File: config.mk
export PLATFORM = sky130hd
export DESIGN_NAME = ledphy_regs
export DESIGN_NICKNAME = d
export VERILOG_FILES = /design/src/ledphy_pkg.sv /design/src/ledphy_regs.sv /design/src/ledphy_blink.sv
export SDC_FILE = /design/constraint.sdc
export NUM_CORES = 1
export LEC_CHECK = 0
export BUFFER_PORTS_ARGS = -buffer_cell sky130_fd_sc_hd__clkbuf_2
export CAP_MARGIN = 20
export CORE_MARGIN = 4
export CORE_UTILIZATION = 50
export DETAILED_ROUTE_END_ITERATION = 8
export PLACE_DENSITY = 0.79
export SYNTH_ARGS = -nofsm -noshare
export SYNTH_HDL_FRONTEND = slang
export SYNTH_SLANG_ARGS = --single-unit
File: constraint.sdc
create_clock -name aclk -period 2.75 [get_ports aclk]
set_input_delay 0.55 -clock aclk [delete_from_list [all_inputs] [get_ports aclk]]
set_output_delay 0.55 -clock aclk [all_outputs]
set_load 0.02 [all_outputs]
File: src/ledphy_pkg.sv
// constants for the indicator and transceiver control registers
package ledphy_pkg;

   // ------------------------------------------------------------
   // register map (index and byte address)
   // ------------------------------------------------------------
   localparam logic [7:0]  IND_CTRL_IDX  = 8'h18;
   localparam logic [7:0]  XCV_CTRL_IDX  = 8'h19;
   localparam logic [7:0]  IND_CTRL_ADDR = 8'h60;
   localparam logic [7:0]  XCV_CTRL_ADDR = 8'h64;

   // ------------------------------------------------------------
   // indicator_control fields
   // ------------------------------------------------------------
   localparam int          IND_RATE_LSB  = 9;
   localparam int          IND_POL_BIT   = 7;
   localparam int          IND_DRIVE_BIT = 4;
   localparam int          IND_FORCE_BIT = 1;
   localparam logic [1:0]  RATE_RST      = 2'h2;
   localparam logic [15:0] IND_RW_MASK   = 16'h07ff;
   localparam logic [15:0] IND_RST       = 16'h0400;

   // ------------------------------------------------------------
   // transceiver_control fields
   // ------------------------------------------------------------
   localparam int          XCV_AUTO_BIT  = 15;
   localparam int          XCV_FORCE_BIT = 14;
   localparam int          XCV_PRX_BIT   = 13;
   localparam int          XCV_PTX_BIT   = 12;
   localparam int          XCV_LINK_BIT  = 11;
   localparam int          XCV_BYP_BIT   = 7;
   localparam int          XCV_MODE_BIT  = 5;
   localparam logic [15:0] XCV_RW_MASK   = 16'hc0e0;
   localparam logic [15:0] XCV_RST       = 16'h0020;
   localparam logic [4:0]  ADDR_RST      = 5'h01;

   // ------------------------------------------------------------
   // timing
   // ------------------------------------------------------------
   localparam int          CLK_HZ        = 40_000_000;
   localparam int          BLINK0_MS     = 50;
   localparam int          BLINK1_MS     = 100;
   localparam int          BLINK2_MS     = 200;
   localparam int          BLINK3_MS     = 500;
   localparam int          BLINK0_CYC    = CLK_HZ / 1000 * BLINK0_MS;
   localparam int          BLINK1_CYC    = CLK_HZ / 1000 * BLINK1_MS;
   localparam int          BLINK2_CYC    = CLK_HZ / 1000 * BLINK2_MS;
   localparam int          BLINK3_CYC    = CLK_HZ / 1000 * BLINK3_MS;
   localparam int          BLINK_W       = 25;
   localparam logic [1:0]  STRAP_WAIT    = 2'h2;

   // ------------------------------------------------------------
   // bus responses
   // ------------------------------------------------------------
   localparam logic [1:0]  RESP_OKAY     = 2'h0;
   localparam logic [1:0]  RESP_SLVERR   = 2'h2;

endpackage : ledphy_pkg

File: src/ledphy_regs.sv
// indicator and transceiver control registers behind an AXI4-Lite slave
`timescale 1ns/1ps
module ledphy_regs
   import ledphy_pkg::*;
#(
   parameter int CYC0 = BLINK0_CYC,
   parameter int CYC1 = BLINK1_CYC,
   parameter int CYC2 = BLINK2_CYC,
   parameter int CYC3 = BLINK3_CYC
) (
   // clock and reset
   input  wire logic        aclk,
   input  wire logic        aresetn,
   // axi4-lite write address
   input  wire logic        awvalid,
   output logic             awready,
   input  wire logic [7:0]  awaddr,
   // axi4-lite write data
   input  wire logic        wvalid,
   output logic             wready,
   input  wire logic [31:0] wdata,
   input  wire logic [3:0]  wstrb,
   // axi4-lite write response
   output logic             bvalid,
   input  wire logic        bready,
   output logic [1:0]       bresp,
   // axi4-lite read address
   input  wire logic        arvalid,
   output logic             arready,
   input  wire logic [7:0]  araddr,
   // axi4-lite read data
   output logic             rvalid,
   input  wire logic        rready,
   output logic [31:0]      rdata,
   output logic [1:0]       rresp,
   // strap pins
   input  wire logic        strap_polarity,
   input  wire logic        strap_auto_xover,
   input  wire logic        strap_mode,
   input  wire logic [4:0]  strap_address,
   // core status
   input  wire logic        link_up,
   input  wire logic        link_100,
   input  wire logic        activity,
   input  wire logic        an_done,
   input  wire logic        an_full_duplex,
   input  wire logic [1:0]  local_advertised_ability,
   input  wire logic [1:0]  partner_advertised_ability,
   // controls to the transceiver and pin
   output logic             link_indicator_pin,
   output logic             auto_xover_en,
   output logic             force_xover,
   output logic             pause_rx_en,
   output logic             pause_tx_en
);

   // ------------------------------------------------------------
   // strap synchroniser and capture
   // ------------------------------------------------------------
   logic [7:0] strap_s1_ff;
   logic [7:0] strap_s2_ff;
   logic [1:0] strap_cnt_ff;
   logic [1:0] nxt_strap_cnt;
   logic       strap_cap;

   always_comb begin
      nxt_strap_cnt = strap_cnt_ff;
      if (strap_cnt_ff != STRAP_WAIT + 2'h1) begin
         nxt_strap_cnt = strap_cnt_ff + 2'h1;
      end
   end

   assign strap_cap = (strap_cnt_ff == STRAP_WAIT);

   always_ff @(posedge aclk) begin
      if (!aresetn) begin
         strap_s1_ff  <= 8'h00;
         strap_s2_ff  <= 8'h00;
         strap_cnt_ff <= 2'h0;
      end else begin
         strap_s1_ff  <= {strap_address, strap_mode, strap_auto_xover, strap_polarity};
         strap_s2_ff  <= strap_s1_ff;
         strap_cnt_ff <= nxt_strap_cnt;
      end
   end

   // ------------------------------------------------------------
   // bus handshake
   // ------------------------------------------------------------
   logic        aw_got_ff, nxt_aw_got;
   logic [7:0]  awaddr_ff, nxt_awaddr;
   logic        w_got_ff,  nxt_w_got;
   logic [15:0] wdata_ff,  nxt_wdata;
   logic [1:0]  wstrb_ff,  nxt_wstrb;
   logic        awready_ff, nxt_awready;
   logic        wready_ff,  nxt_wready;
   logic        bvalid_ff,  nxt_bvalid;
   logic [1:0]  bresp_ff,   nxt_bresp;
   logic        arready_ff, nxt_arready;
   logic        rvalid_ff,  nxt_rvalid;
   logic [31:0] rdata_ff,   nxt_rdata;
   logic [1:0]  rresp_ff,   nxt_rresp;
   logic        do_wr;
   logic [15:0] ind_rd;
   logic [15:0] xcv_rd;

   assign do_wr = aw_got_ff && w_got_ff && !bvalid_ff;

   always_comb begin
      nxt_aw_got = aw_got_ff;
      nxt_awaddr = awaddr_ff;
      nxt_w_got  = w_got_ff;
      nxt_wdata  = wdata_ff;
      nxt_wstrb  = wstrb_ff;
      nxt_bvalid = bvalid_ff;
      nxt_bresp  = bresp_ff;
      nxt_rvalid = rvalid_ff;
      nxt_rdata  = rdata_ff;
      nxt_rresp  = rresp_ff;
      if (awvalid && awready_ff) begin
         nxt_aw_got = 1'b1;
         nxt_awaddr = awaddr;
      end
      if (wvalid && wready_ff) begin
         nxt_w_got = 1'b1;
         nxt_wdata = wdata[15:0];
         nxt_wstrb = wstrb[1:0];
      end
      if (do_wr) begin
         nxt_aw_got = 1'b0;
         nxt_w_got  = 1'b0;
         nxt_bvalid = 1'b1;
         nxt_bresp  = (awaddr_ff == IND_CTRL_ADDR || awaddr_ff == XCV_CTRL_ADDR)
                      ? RESP_OKAY : RESP_SLVERR;
      end else if (bvalid_ff && bready) begin
         nxt_bvalid = 1'b0;
      end
      if (arvalid && arready_ff) begin
         nxt_rvalid = 1'b1;
         nxt_rresp  = RESP_OKAY;
         unique case (araddr)
            IND_CTRL_ADDR: nxt_rdata = {16'h0000, ind_rd};
            XCV_CTRL_ADDR: nxt_rdata = {16'h0000, xcv_rd};
            default: begin
               nxt_rdata = 32'h0000_0000;
               nxt_rresp = RESP_SLVERR;
            end
         endcase
      end else if (rvalid_ff && rready) begin
         nxt_rvalid = 1'b0;
      end
      nxt_awready = !nxt_aw_got && !nxt_bvalid;
      nxt_wready  = !nxt_w_got && !nxt_bvalid;
      nxt_arready = !nxt_rvalid;
   end

   always_ff @(posedge aclk) begin
      if (!aresetn) begin
         aw_got_ff  <= 1'b0;
         awaddr_ff  <= 8'h00;
         w_got_ff   <= 1'b0;
         wdata_ff   <= 16'h0000;
         wstrb_ff   <= 2'h0;
         awready_ff <= 1'b0;
         wready_ff  <= 1'b0;
         bvalid_ff  <= 1'b0;
         bresp_ff   <= 2'h0;
         arready_ff <= 1'b0;
         rvalid_ff  <= 1'b0;
         rdata_ff   <= 32'h0000_0000;
         rresp_ff   <= 2'h0;
      end else begin
         aw_got_ff  <= nxt_aw_got;
         awaddr_ff  <= nxt_awaddr;
         w_got_ff   <= nxt_w_got;
         wdata_ff   <= nxt_wdata;
         wstrb_ff   <= nxt_wstrb;
         awready_ff <= nxt_awready;
         wready_ff  <= nxt_wready;
         bvalid_ff  <= nxt_bvalid;
         bresp_ff   <= nxt_bresp;
         arready_ff <= nxt_arready;
         rvalid_ff  <= nxt_rvalid;
         rdata_ff   <= nxt_rdata;
         rresp_ff   <= nxt_rresp;
      end
   end

   // ------------------------------------------------------------
   // register file and pause status
   // ------------------------------------------------------------
   logic [15:0] ind_ff,  nxt_ind;
   logic [15:0] xcv_ff,  nxt_xcv;
   logic [4:0]  addr_ff, nxt_addr;
   logic        prx_ff,  nxt_prx;
   logic        ptx_ff,  nxt_ptx;
   logic        lk_ff,   nxt_lk;
   logic [15:0] bmask;
   logic        lp, la, rp, ra;

   assign ind_rd = ind_ff;
   assign xcv_rd = xcv_ff | {2'h0, prx_ff, ptx_ff, lk_ff, 6'h00, addr_ff};
   assign bmask  = {{8{wstrb_ff[1]}}, {8{wstrb_ff[0]}}};
   assign lp     = local_advertised_ability[0];
   assign la     = local_advertised_ability[1];
   assign rp     = partner_advertised_ability[0];
   assign ra     = partner_advertised_ability[1];

   always_comb begin
      nxt_ind  = ind_ff;
      nxt_xcv  = xcv_ff;
      nxt_addr = addr_ff;
      nxt_lk   = link_100;
      if (do_wr && awaddr_ff == IND_CTRL_ADDR) begin
         nxt_ind = (ind_ff & ~(bmask & IND_RW_MASK)) | (wdata_ff & bmask & IND_RW_MASK);
      end
      if (do_wr && awaddr_ff == XCV_CTRL_ADDR) begin
         nxt_xcv = (xcv_ff & ~(bmask & XCV_RW_MASK)) | (wdata_ff & bmask & XCV_RW_MASK);
      end
      if (strap_cap) begin
         nxt_ind[IND_POL_BIT]   = strap_s2_ff[0];
         nxt_xcv[XCV_AUTO_BIT]  = strap_s2_ff[1];
         nxt_xcv[XCV_MODE_BIT]  = strap_s2_ff[2];
         nxt_addr               = strap_s2_ff[7:3];
      end
      nxt_prx = 1'b0;
      nxt_ptx = 1'b0;
      if (an_done && an_full_duplex) begin
         nxt_prx = (lp && rp) || (lp && la && !rp && ra);
         nxt_ptx = (lp && rp) || (!lp && la && rp && ra);
      end
   end

   always_ff @(posedge aclk) begin
      if (!aresetn) begin
         ind_ff  <= IND_RST;
         xcv_ff  <= XCV_RST;
         addr_ff <= ADDR_RST;
         prx_ff  <= 1'b0;
         ptx_ff  <= 1'b0;
         lk_ff   <= 1'b0;
      end else begin
         ind_ff  <= nxt_ind;
         xcv_ff  <= nxt_xcv;
         addr_ff <= nxt_addr;
         prx_ff  <= nxt_prx;
         ptx_ff  <= nxt_ptx;
         lk_ff   <= nxt_lk;
      end
   end

   // ------------------------------------------------------------
   // indicator
   // ------------------------------------------------------------
   logic pend_ff,  nxt_pend;
   logic phase_ff, nxt_phase;
   logic pin_ff,   nxt_pin;
   logic tick;
   logic lit;
   logic mode;

   assign mode = xcv_ff[XCV_MODE_BIT];

   ledphy_blink #(
      .CYC0 (CYC0),
      .CYC1 (CYC1),
      .CYC2 (CYC2),
      .CYC3 (CYC3)
   ) u_blink (
      .aclk    (aclk),
      .aresetn (aresetn),
      .rate    (ind_ff[IND_RATE_LSB +: 2]),
      .run     (pend_ff),
      .tick    (tick)
   );

   always_comb begin
      nxt_pend  = pend_ff;
      nxt_phase = phase_ff;
      if (pend_ff && tick) begin
         nxt_phase = !phase_ff;
         if (!phase_ff) begin
            nxt_pend = 1'b0;
         end
      end
      // new activity wins over the end of a blink
      if (activity && !mode && link_up) begin
         nxt_pend = 1'b1;
      end
      if (xcv_ff[XCV_BYP_BIT]) begin
         lit = mode ? link_up : (link_up && !activity);
      end else begin
         lit = mode ? link_up : (link_up && phase_ff);
      end
      if (ind_ff[IND_DRIVE_BIT]) begin
         nxt_pin = ind_ff[IND_FORCE_BIT];
      end else begin
         nxt_pin = ind_ff[IND_POL_BIT] ? lit : !lit;
      end
   end

   always_ff @(posedge aclk) begin
      if (!aresetn) begin
         pend_ff  <= 1'b0;
         phase_ff <= 1'b1;
         pin_ff   <= 1'b1;
      end else begin
         pend_ff  <= nxt_pend;
         phase_ff <= nxt_phase;
         pin_ff   <= nxt_pin;
      end
   end

   // ------------------------------------------------------------
   // outputs
   // ------------------------------------------------------------
   assign awready            = awready_ff;
   assign wready             = wready_ff;
   assign bvalid             = bvalid_ff;
   assign bresp              = bresp_ff;
   assign arready            = arready_ff;
   assign rvalid             = rvalid_ff;
   assign rdata              = rdata_ff;
   assign rresp              = rresp_ff;
   assign link_indicator_pin = pin_ff;
   assign auto_xover_en      = xcv_ff[XCV_AUTO_BIT];
   assign force_xover        = xcv_ff[XCV_FORCE_BIT];
   assign pause_rx_en        = prx_ff;
   assign pause_tx_en        = ptx_ff;

   // ------------------------------------------------------------
   // assertions
   // ------------------------------------------------------------
   rate_reset_a: assert property (@(posedge aclk) disable iff (!aresetn)
      $past(!aresetn) |-> ind_ff[IND_RATE_LSB +: 2] == RATE_RST)
      else $error("blink rate not at reset value");
   pol_strap_a: assert property (@(posedge aclk) disable iff (!aresetn)
      strap_cap |=> ind_ff[IND_POL_BIT] == $past(strap_s2_ff[0]))
      else $error("polarity strap not captured");
   force_drive_a: assert property (@(posedge aclk) disable iff (!aresetn)
      ind_ff[IND_DRIVE_BIT] |=> link_indicator_pin == $past(ind_ff[IND_FORCE_BIT]))
      else $error("forced level not on pin");
   xover_strap_a: assert property (@(posedge aclk) disable iff (!aresetn)
      strap_cap |=> auto_xover_en == $past(strap_s2_ff[1]))
      else $error("crossover strap not captured");
   xover_force_a: assert property (@(posedge aclk) disable iff (!aresetn)
      do_wr && awaddr_ff == XCV_CTRL_ADDR && wstrb_ff[1]
      |=> force_xover == $past(wdata_ff[XCV_FORCE_BIT]))
      else $error("force crossover not written");
   pause_gate_a: assert property (@(posedge aclk) disable iff (!aresetn)
      !(an_done && an_full_duplex) |=> !pause_rx_en && !pause_tx_en)
      else $error("pause set outside full duplex");
   pause_sym_a: assert property (@(posedge aclk) disable iff (!aresetn)
      an_done && an_full_duplex && lp && rp |=> pause_rx_en && pause_tx_en)
      else $error("symmetric pause not resolved");
   bypass_led_a: assert property (@(posedge aclk) disable iff (!aresetn)
      xcv_ff[XCV_BYP_BIT] && !mode && !ind_ff[IND_DRIVE_BIT] && ind_ff[IND_POL_BIT]
      |=> link_indicator_pin == $past(link_up && !activity))
      else $error("bypass not direct");
   mode_link_a: assert property (@(posedge aclk) disable iff (!aresetn)
      mode && !ind_ff[IND_DRIVE_BIT] && ind_ff[IND_POL_BIT]
      |=> link_indicator_pin == $past(link_up))
      else $error("link mode wrong");
   blink_phase_a: assert property (@(posedge aclk) disable iff (!aresetn)
      !(pend_ff && tick) |=> $stable(phase_ff))
      else $error("phase changed without tick");
   addr_hold_a: assert property (@(posedge aclk) disable iff (!aresetn)
      !strap_cap |=> $stable(addr_ff))
      else $error("address changed after capture");

endmodule : ledphy_regs

File: src/ledphy_blink.sv
// blink phase timer: one tick pulse per on or off phase
`timescale 1ns/1ps
module ledphy_blink
   import ledphy_pkg::*;
#(
   parameter int CYC0 = BLINK0_CYC,
   parameter int CYC1 = BLINK1_CYC,
   parameter int CYC2 = BLINK2_CYC,
   parameter int CYC3 = BLINK3_CYC
) (
   // clock and reset
   input  wire logic       aclk,
   input  wire logic       aresetn,
   // control
   input  wire logic [1:0] rate,
   input  wire logic       run,
   // phase end
   output logic            tick
);

   logic [BLINK_W-1:0] cnt_ff;
   logic [BLINK_W-1:0] nxt_cnt;
   logic               tick_ff;
   logic               nxt_tick;
   logic [BLINK_W-1:0] limit;

   // ------------------------------------------------------------
   // period counter
   // ------------------------------------------------------------
   always_comb begin
      unique case (rate)
         2'h0: limit = BLINK_W'(CYC0 - 1);
         2'h1: limit = BLINK_W'(CYC1 - 1);
         2'h2: limit = BLINK_W'(CYC2 - 1);
         2'h3: limit = BLINK_W'(CYC3 - 1);
      endcase
      nxt_tick = 1'b0;
      nxt_cnt  = '0;
      if (run) begin
         if (cnt_ff >= limit) begin
            nxt_tick = 1'b1;
         end else begin
            nxt_cnt = cnt_ff + BLINK_W'(1);
         end
      end
   end

   always_ff @(posedge aclk) begin
      if (!aresetn) begin
         cnt_ff  <= '0;
         tick_ff <= 1'b0;
      end else begin
         cnt_ff  <= nxt_cnt;
         tick_ff <= nxt_tick;
      end
   end

   assign tick = tick_ff;

endmodule : ledphy_blink

==> impl_metrics.env <==
export IMPL_first_iter_violations=324
export IMPL_die_area_um2=12000
export IMPL_wl_per_cell_um=15.3
export IMPL_ios=122
export IMPL_cts_path_max_buffers=2
export IMPL_finalSetupViolations=0
export IMPL_power_frac_clock_pct=52.0
export IMPL_ys_flop_type="dfxtp_1"
export IMPL_n_antenna_cell=0
export IMPL_grt_pass1_vias=4392
export IMPL_hold_buffers=0
export IMPL_synthArstFlopShare_pct=0
export IMPL_start_util_pct=52.2
export IMPL_clkLatencyLatePin_ns=0.52
export IMPL_holdPathStages=2
export IMPL_drcViolationCount=0
export IMPL_crit_path_start_kind="register"
export IMPL_synth_edff_count=0
export IMPL_gp_congestion=0.945
export IMPL_critPathCaptureType="register"
export IMPL_syn_area_um2=5170
export IMPL_drt_pass1_iterations=4
export IMPL_syn_to_final_growth_pct=20.8
export IMPL_combinationalPowerShare_pct=6.2
export IMPL_yosysUniqueCellTypes=54
export IMPL_synth_cells=572
export IMPL_grt_total_usage_pct=21.3
export IMPL_grt_pass1_wl_mm=20.3
export IMPL_period_share_pct=95.1
export IMPL_clock_fmax_mhz=382
export IMPL_hold_violations=0
export IMPL_synth_compound_area_share_pct=14.3
export IMPL_cts_buffers=17
export IMPL_cts_htree_levels=4
export IMPL_tritoncts="built"
export IMPL_max_slew_margin_pct=57.6
export IMPL_ant_nets=0
export IMPL_routed_wirelength_mm=12.2
export IMPL_path_max_fanout=10
export IMPL_synthAdderAreaFrac_pct=5.32
export IMPL_post_drt_via_cell_ratio=5.55
export IMPL_fp_coreArea_um2=9910
export IMPL_tns_ns=0
export IMPL_layout_drive_gt1_share_pct=21.7
export IMPL_p_sw_mw=1.06
export IMPL_hold_path_class="in -> reg"
export IMPL_dp_hpwl_mm=8.36
export IMPL_internal_power_mw=3.32
export IMPL_cts_setup_buffers=0
export IMPL_rows=36
export IMPL_fin_crit_ns=2.61
export IMPL_num_vias=4415
export IMPL_tightest_slew_ns=0.631
export IMPL_port_buffers=82
export IMPL_overflow=0
export IMPL_path_clk_slew_ns=0.06
export IMPL_fin_nets=748
export IMPL_critical_path_arrival_ns=3.00
export IMPL_yosysSeqAreaShare_pct=46.1
export IMPL_clock_sinks=119
export IMPL_clock_skew_ns=0.00717
export IMPL_synthMuxAreaShare_pct=3.48
export IMPL_switching_share_pct=24.1
export IMPL_synth_simple_area_share_pct=22.4
export IMPL_synth_xor_area_share_pct=2.20
export IMPL_setup_ws_ns=0.136
export IMPL_cap_viol_max_count=0
export IMPL_yosysWarnings=0
export IMPL_ctsResizeCount=0
export IMPL_rsz0062_at_grt="no"
export IMPL_clockRootBuffer="clkbuf_8"
export IMPL_die_h_um=110
export IMPL_ys_ff_latch=119
export IMPL_postSynthAreaPerCell_um2=9.04
export IMPL_synth_top_family_by_area="simple AND/OR/NAND/NOR gates"
export IMPL_dp_slack_ns=0.0977
export IMPL_fp_dieW_um=110
export IMPL_r2r_cells=8
export IMPL_antenna_found_initial=0
export IMPL_status="finished, final reports clean"
export IMPL_pwr_share_seq_pct=41.8
export IMPL_cellLeakagePower_nw=2.46
export IMPL_finalMaxSlewViolations=0
export IMPL_irDropWorstVdd_uv=463
export IMPL_crit_type="reg -> reg"
export IMPL_required_ns=3.14
export IMPL_power_per_cell_area_nw_per_um2=702
export IMPL_grt_max_degree=40
export IMPL_worstHoldStart="strap_address[3]"
-- cell type report --
type	instances	area, um2
multi-input cells	407	2540
clock inverters	14	190
fillers	808	3660
well taps	133	166
clock buffers	18	428
flip-flops and latches	119	2380
inverters	16	60.1
repair buffers	89	479
-- metal layers --
metal	track usage, %	routed length, um
met2	34.9	5930
met4	8.55	231
met5	0	0
met1	26.9	5270
met3	5.34	780
-- worst max-delay path: stages (launching register included) --
cell and delay [ns]:
dfxtp_1 0.48, ha_1 0.23, inv_1 0.11, ha_1 0.34, nand4b_1 0.16, or4_1 0.59
o221ai_2 0.24, buf_4 0.24, a211oi_1 0.08
-- path summary, 6_finish.rpt --
| path | end | slack, ns |
|---|---|---|
| worst min register to register | strap_s2_ff[7] | 0.43 |
| worst max-delay path | u_blink.cnt_ff[22] | 0.14 |
| worst max register to register | u_blink.cnt_ff[22] | 0.14 |
| worst min-delay path | strap_s1_ff[6] | 0.23 |
-- stage by stage --
stage                     power, mW  utilization (%)  hold WS [ns]  instance area, um2  std cells
after detailed placement       2.14             56.7         0.420                5620        764
after floorplan                2.05                -         0.412                5240        589
after CTS                      4.40             62.9         0.215                6240        796
final                          4.38             63.0         0.230                6240        796
after global routing           4.53             63.0         0.216                6240        796
after global placement         2.12             56.7         0.418                5620        764
-- synthesized netlist by cell type (all sizes together), types with 10 or more instances --
master  count  area, um2
and2       22        138
nand3      20        105
o31ai      10       75.1
clkbuf     24       90.1
a211oi     12        110
o21ai      20        100
dfxtp     119       2380
ha         22        275
nor2       37        139
a21oi      48        240
nand2      65        244
buf        23        168
or4        13        101
nor3       25        130
inv        16       60.1
-- placed cells by master (no fill, tap or decap), types with 9 or more instances in the layout --
master and count:
a21oi_1 48, and2_1 22, clkbuf_16 16, clkbuf_2 82, conb_1 18, dfxtp_1 118, ha_1 21, inv_1 14
mux2i_1 9, nand2_1 65, nand3_1 19, nand4_1 9, nor2_1 37, nor3_1 24, o21ai_0 9, o21ai_1 11
o31ai_1 10, or4_1 12
-- logic make-up after synthesis --
group / Yosys count
buffers and inverters: 63
xor gates and xnor gates: 13
AOI/OAI and AO/OA: 115
and+or+nand+nor: 222
muxes: 17
other: 1
adders and majority gates: 22
DFF: 119
-- power by group through the flow --
stage | clock [mW] | sequential [mW] | combinational [mW]
after global routing | 2.38 | 1.84 | 0.306
final | 2.28 | 1.83 | 0.272
after global placement | 0 | 1.86 | 0.262
after floorplan | 0 | 1.86 | 0.191
after detailed placement | 0 | 1.87 | 0.271
after CTS | 2.30 | 1.83 | 0.273
Note: power is estimated with default switching activity, not from simulation.
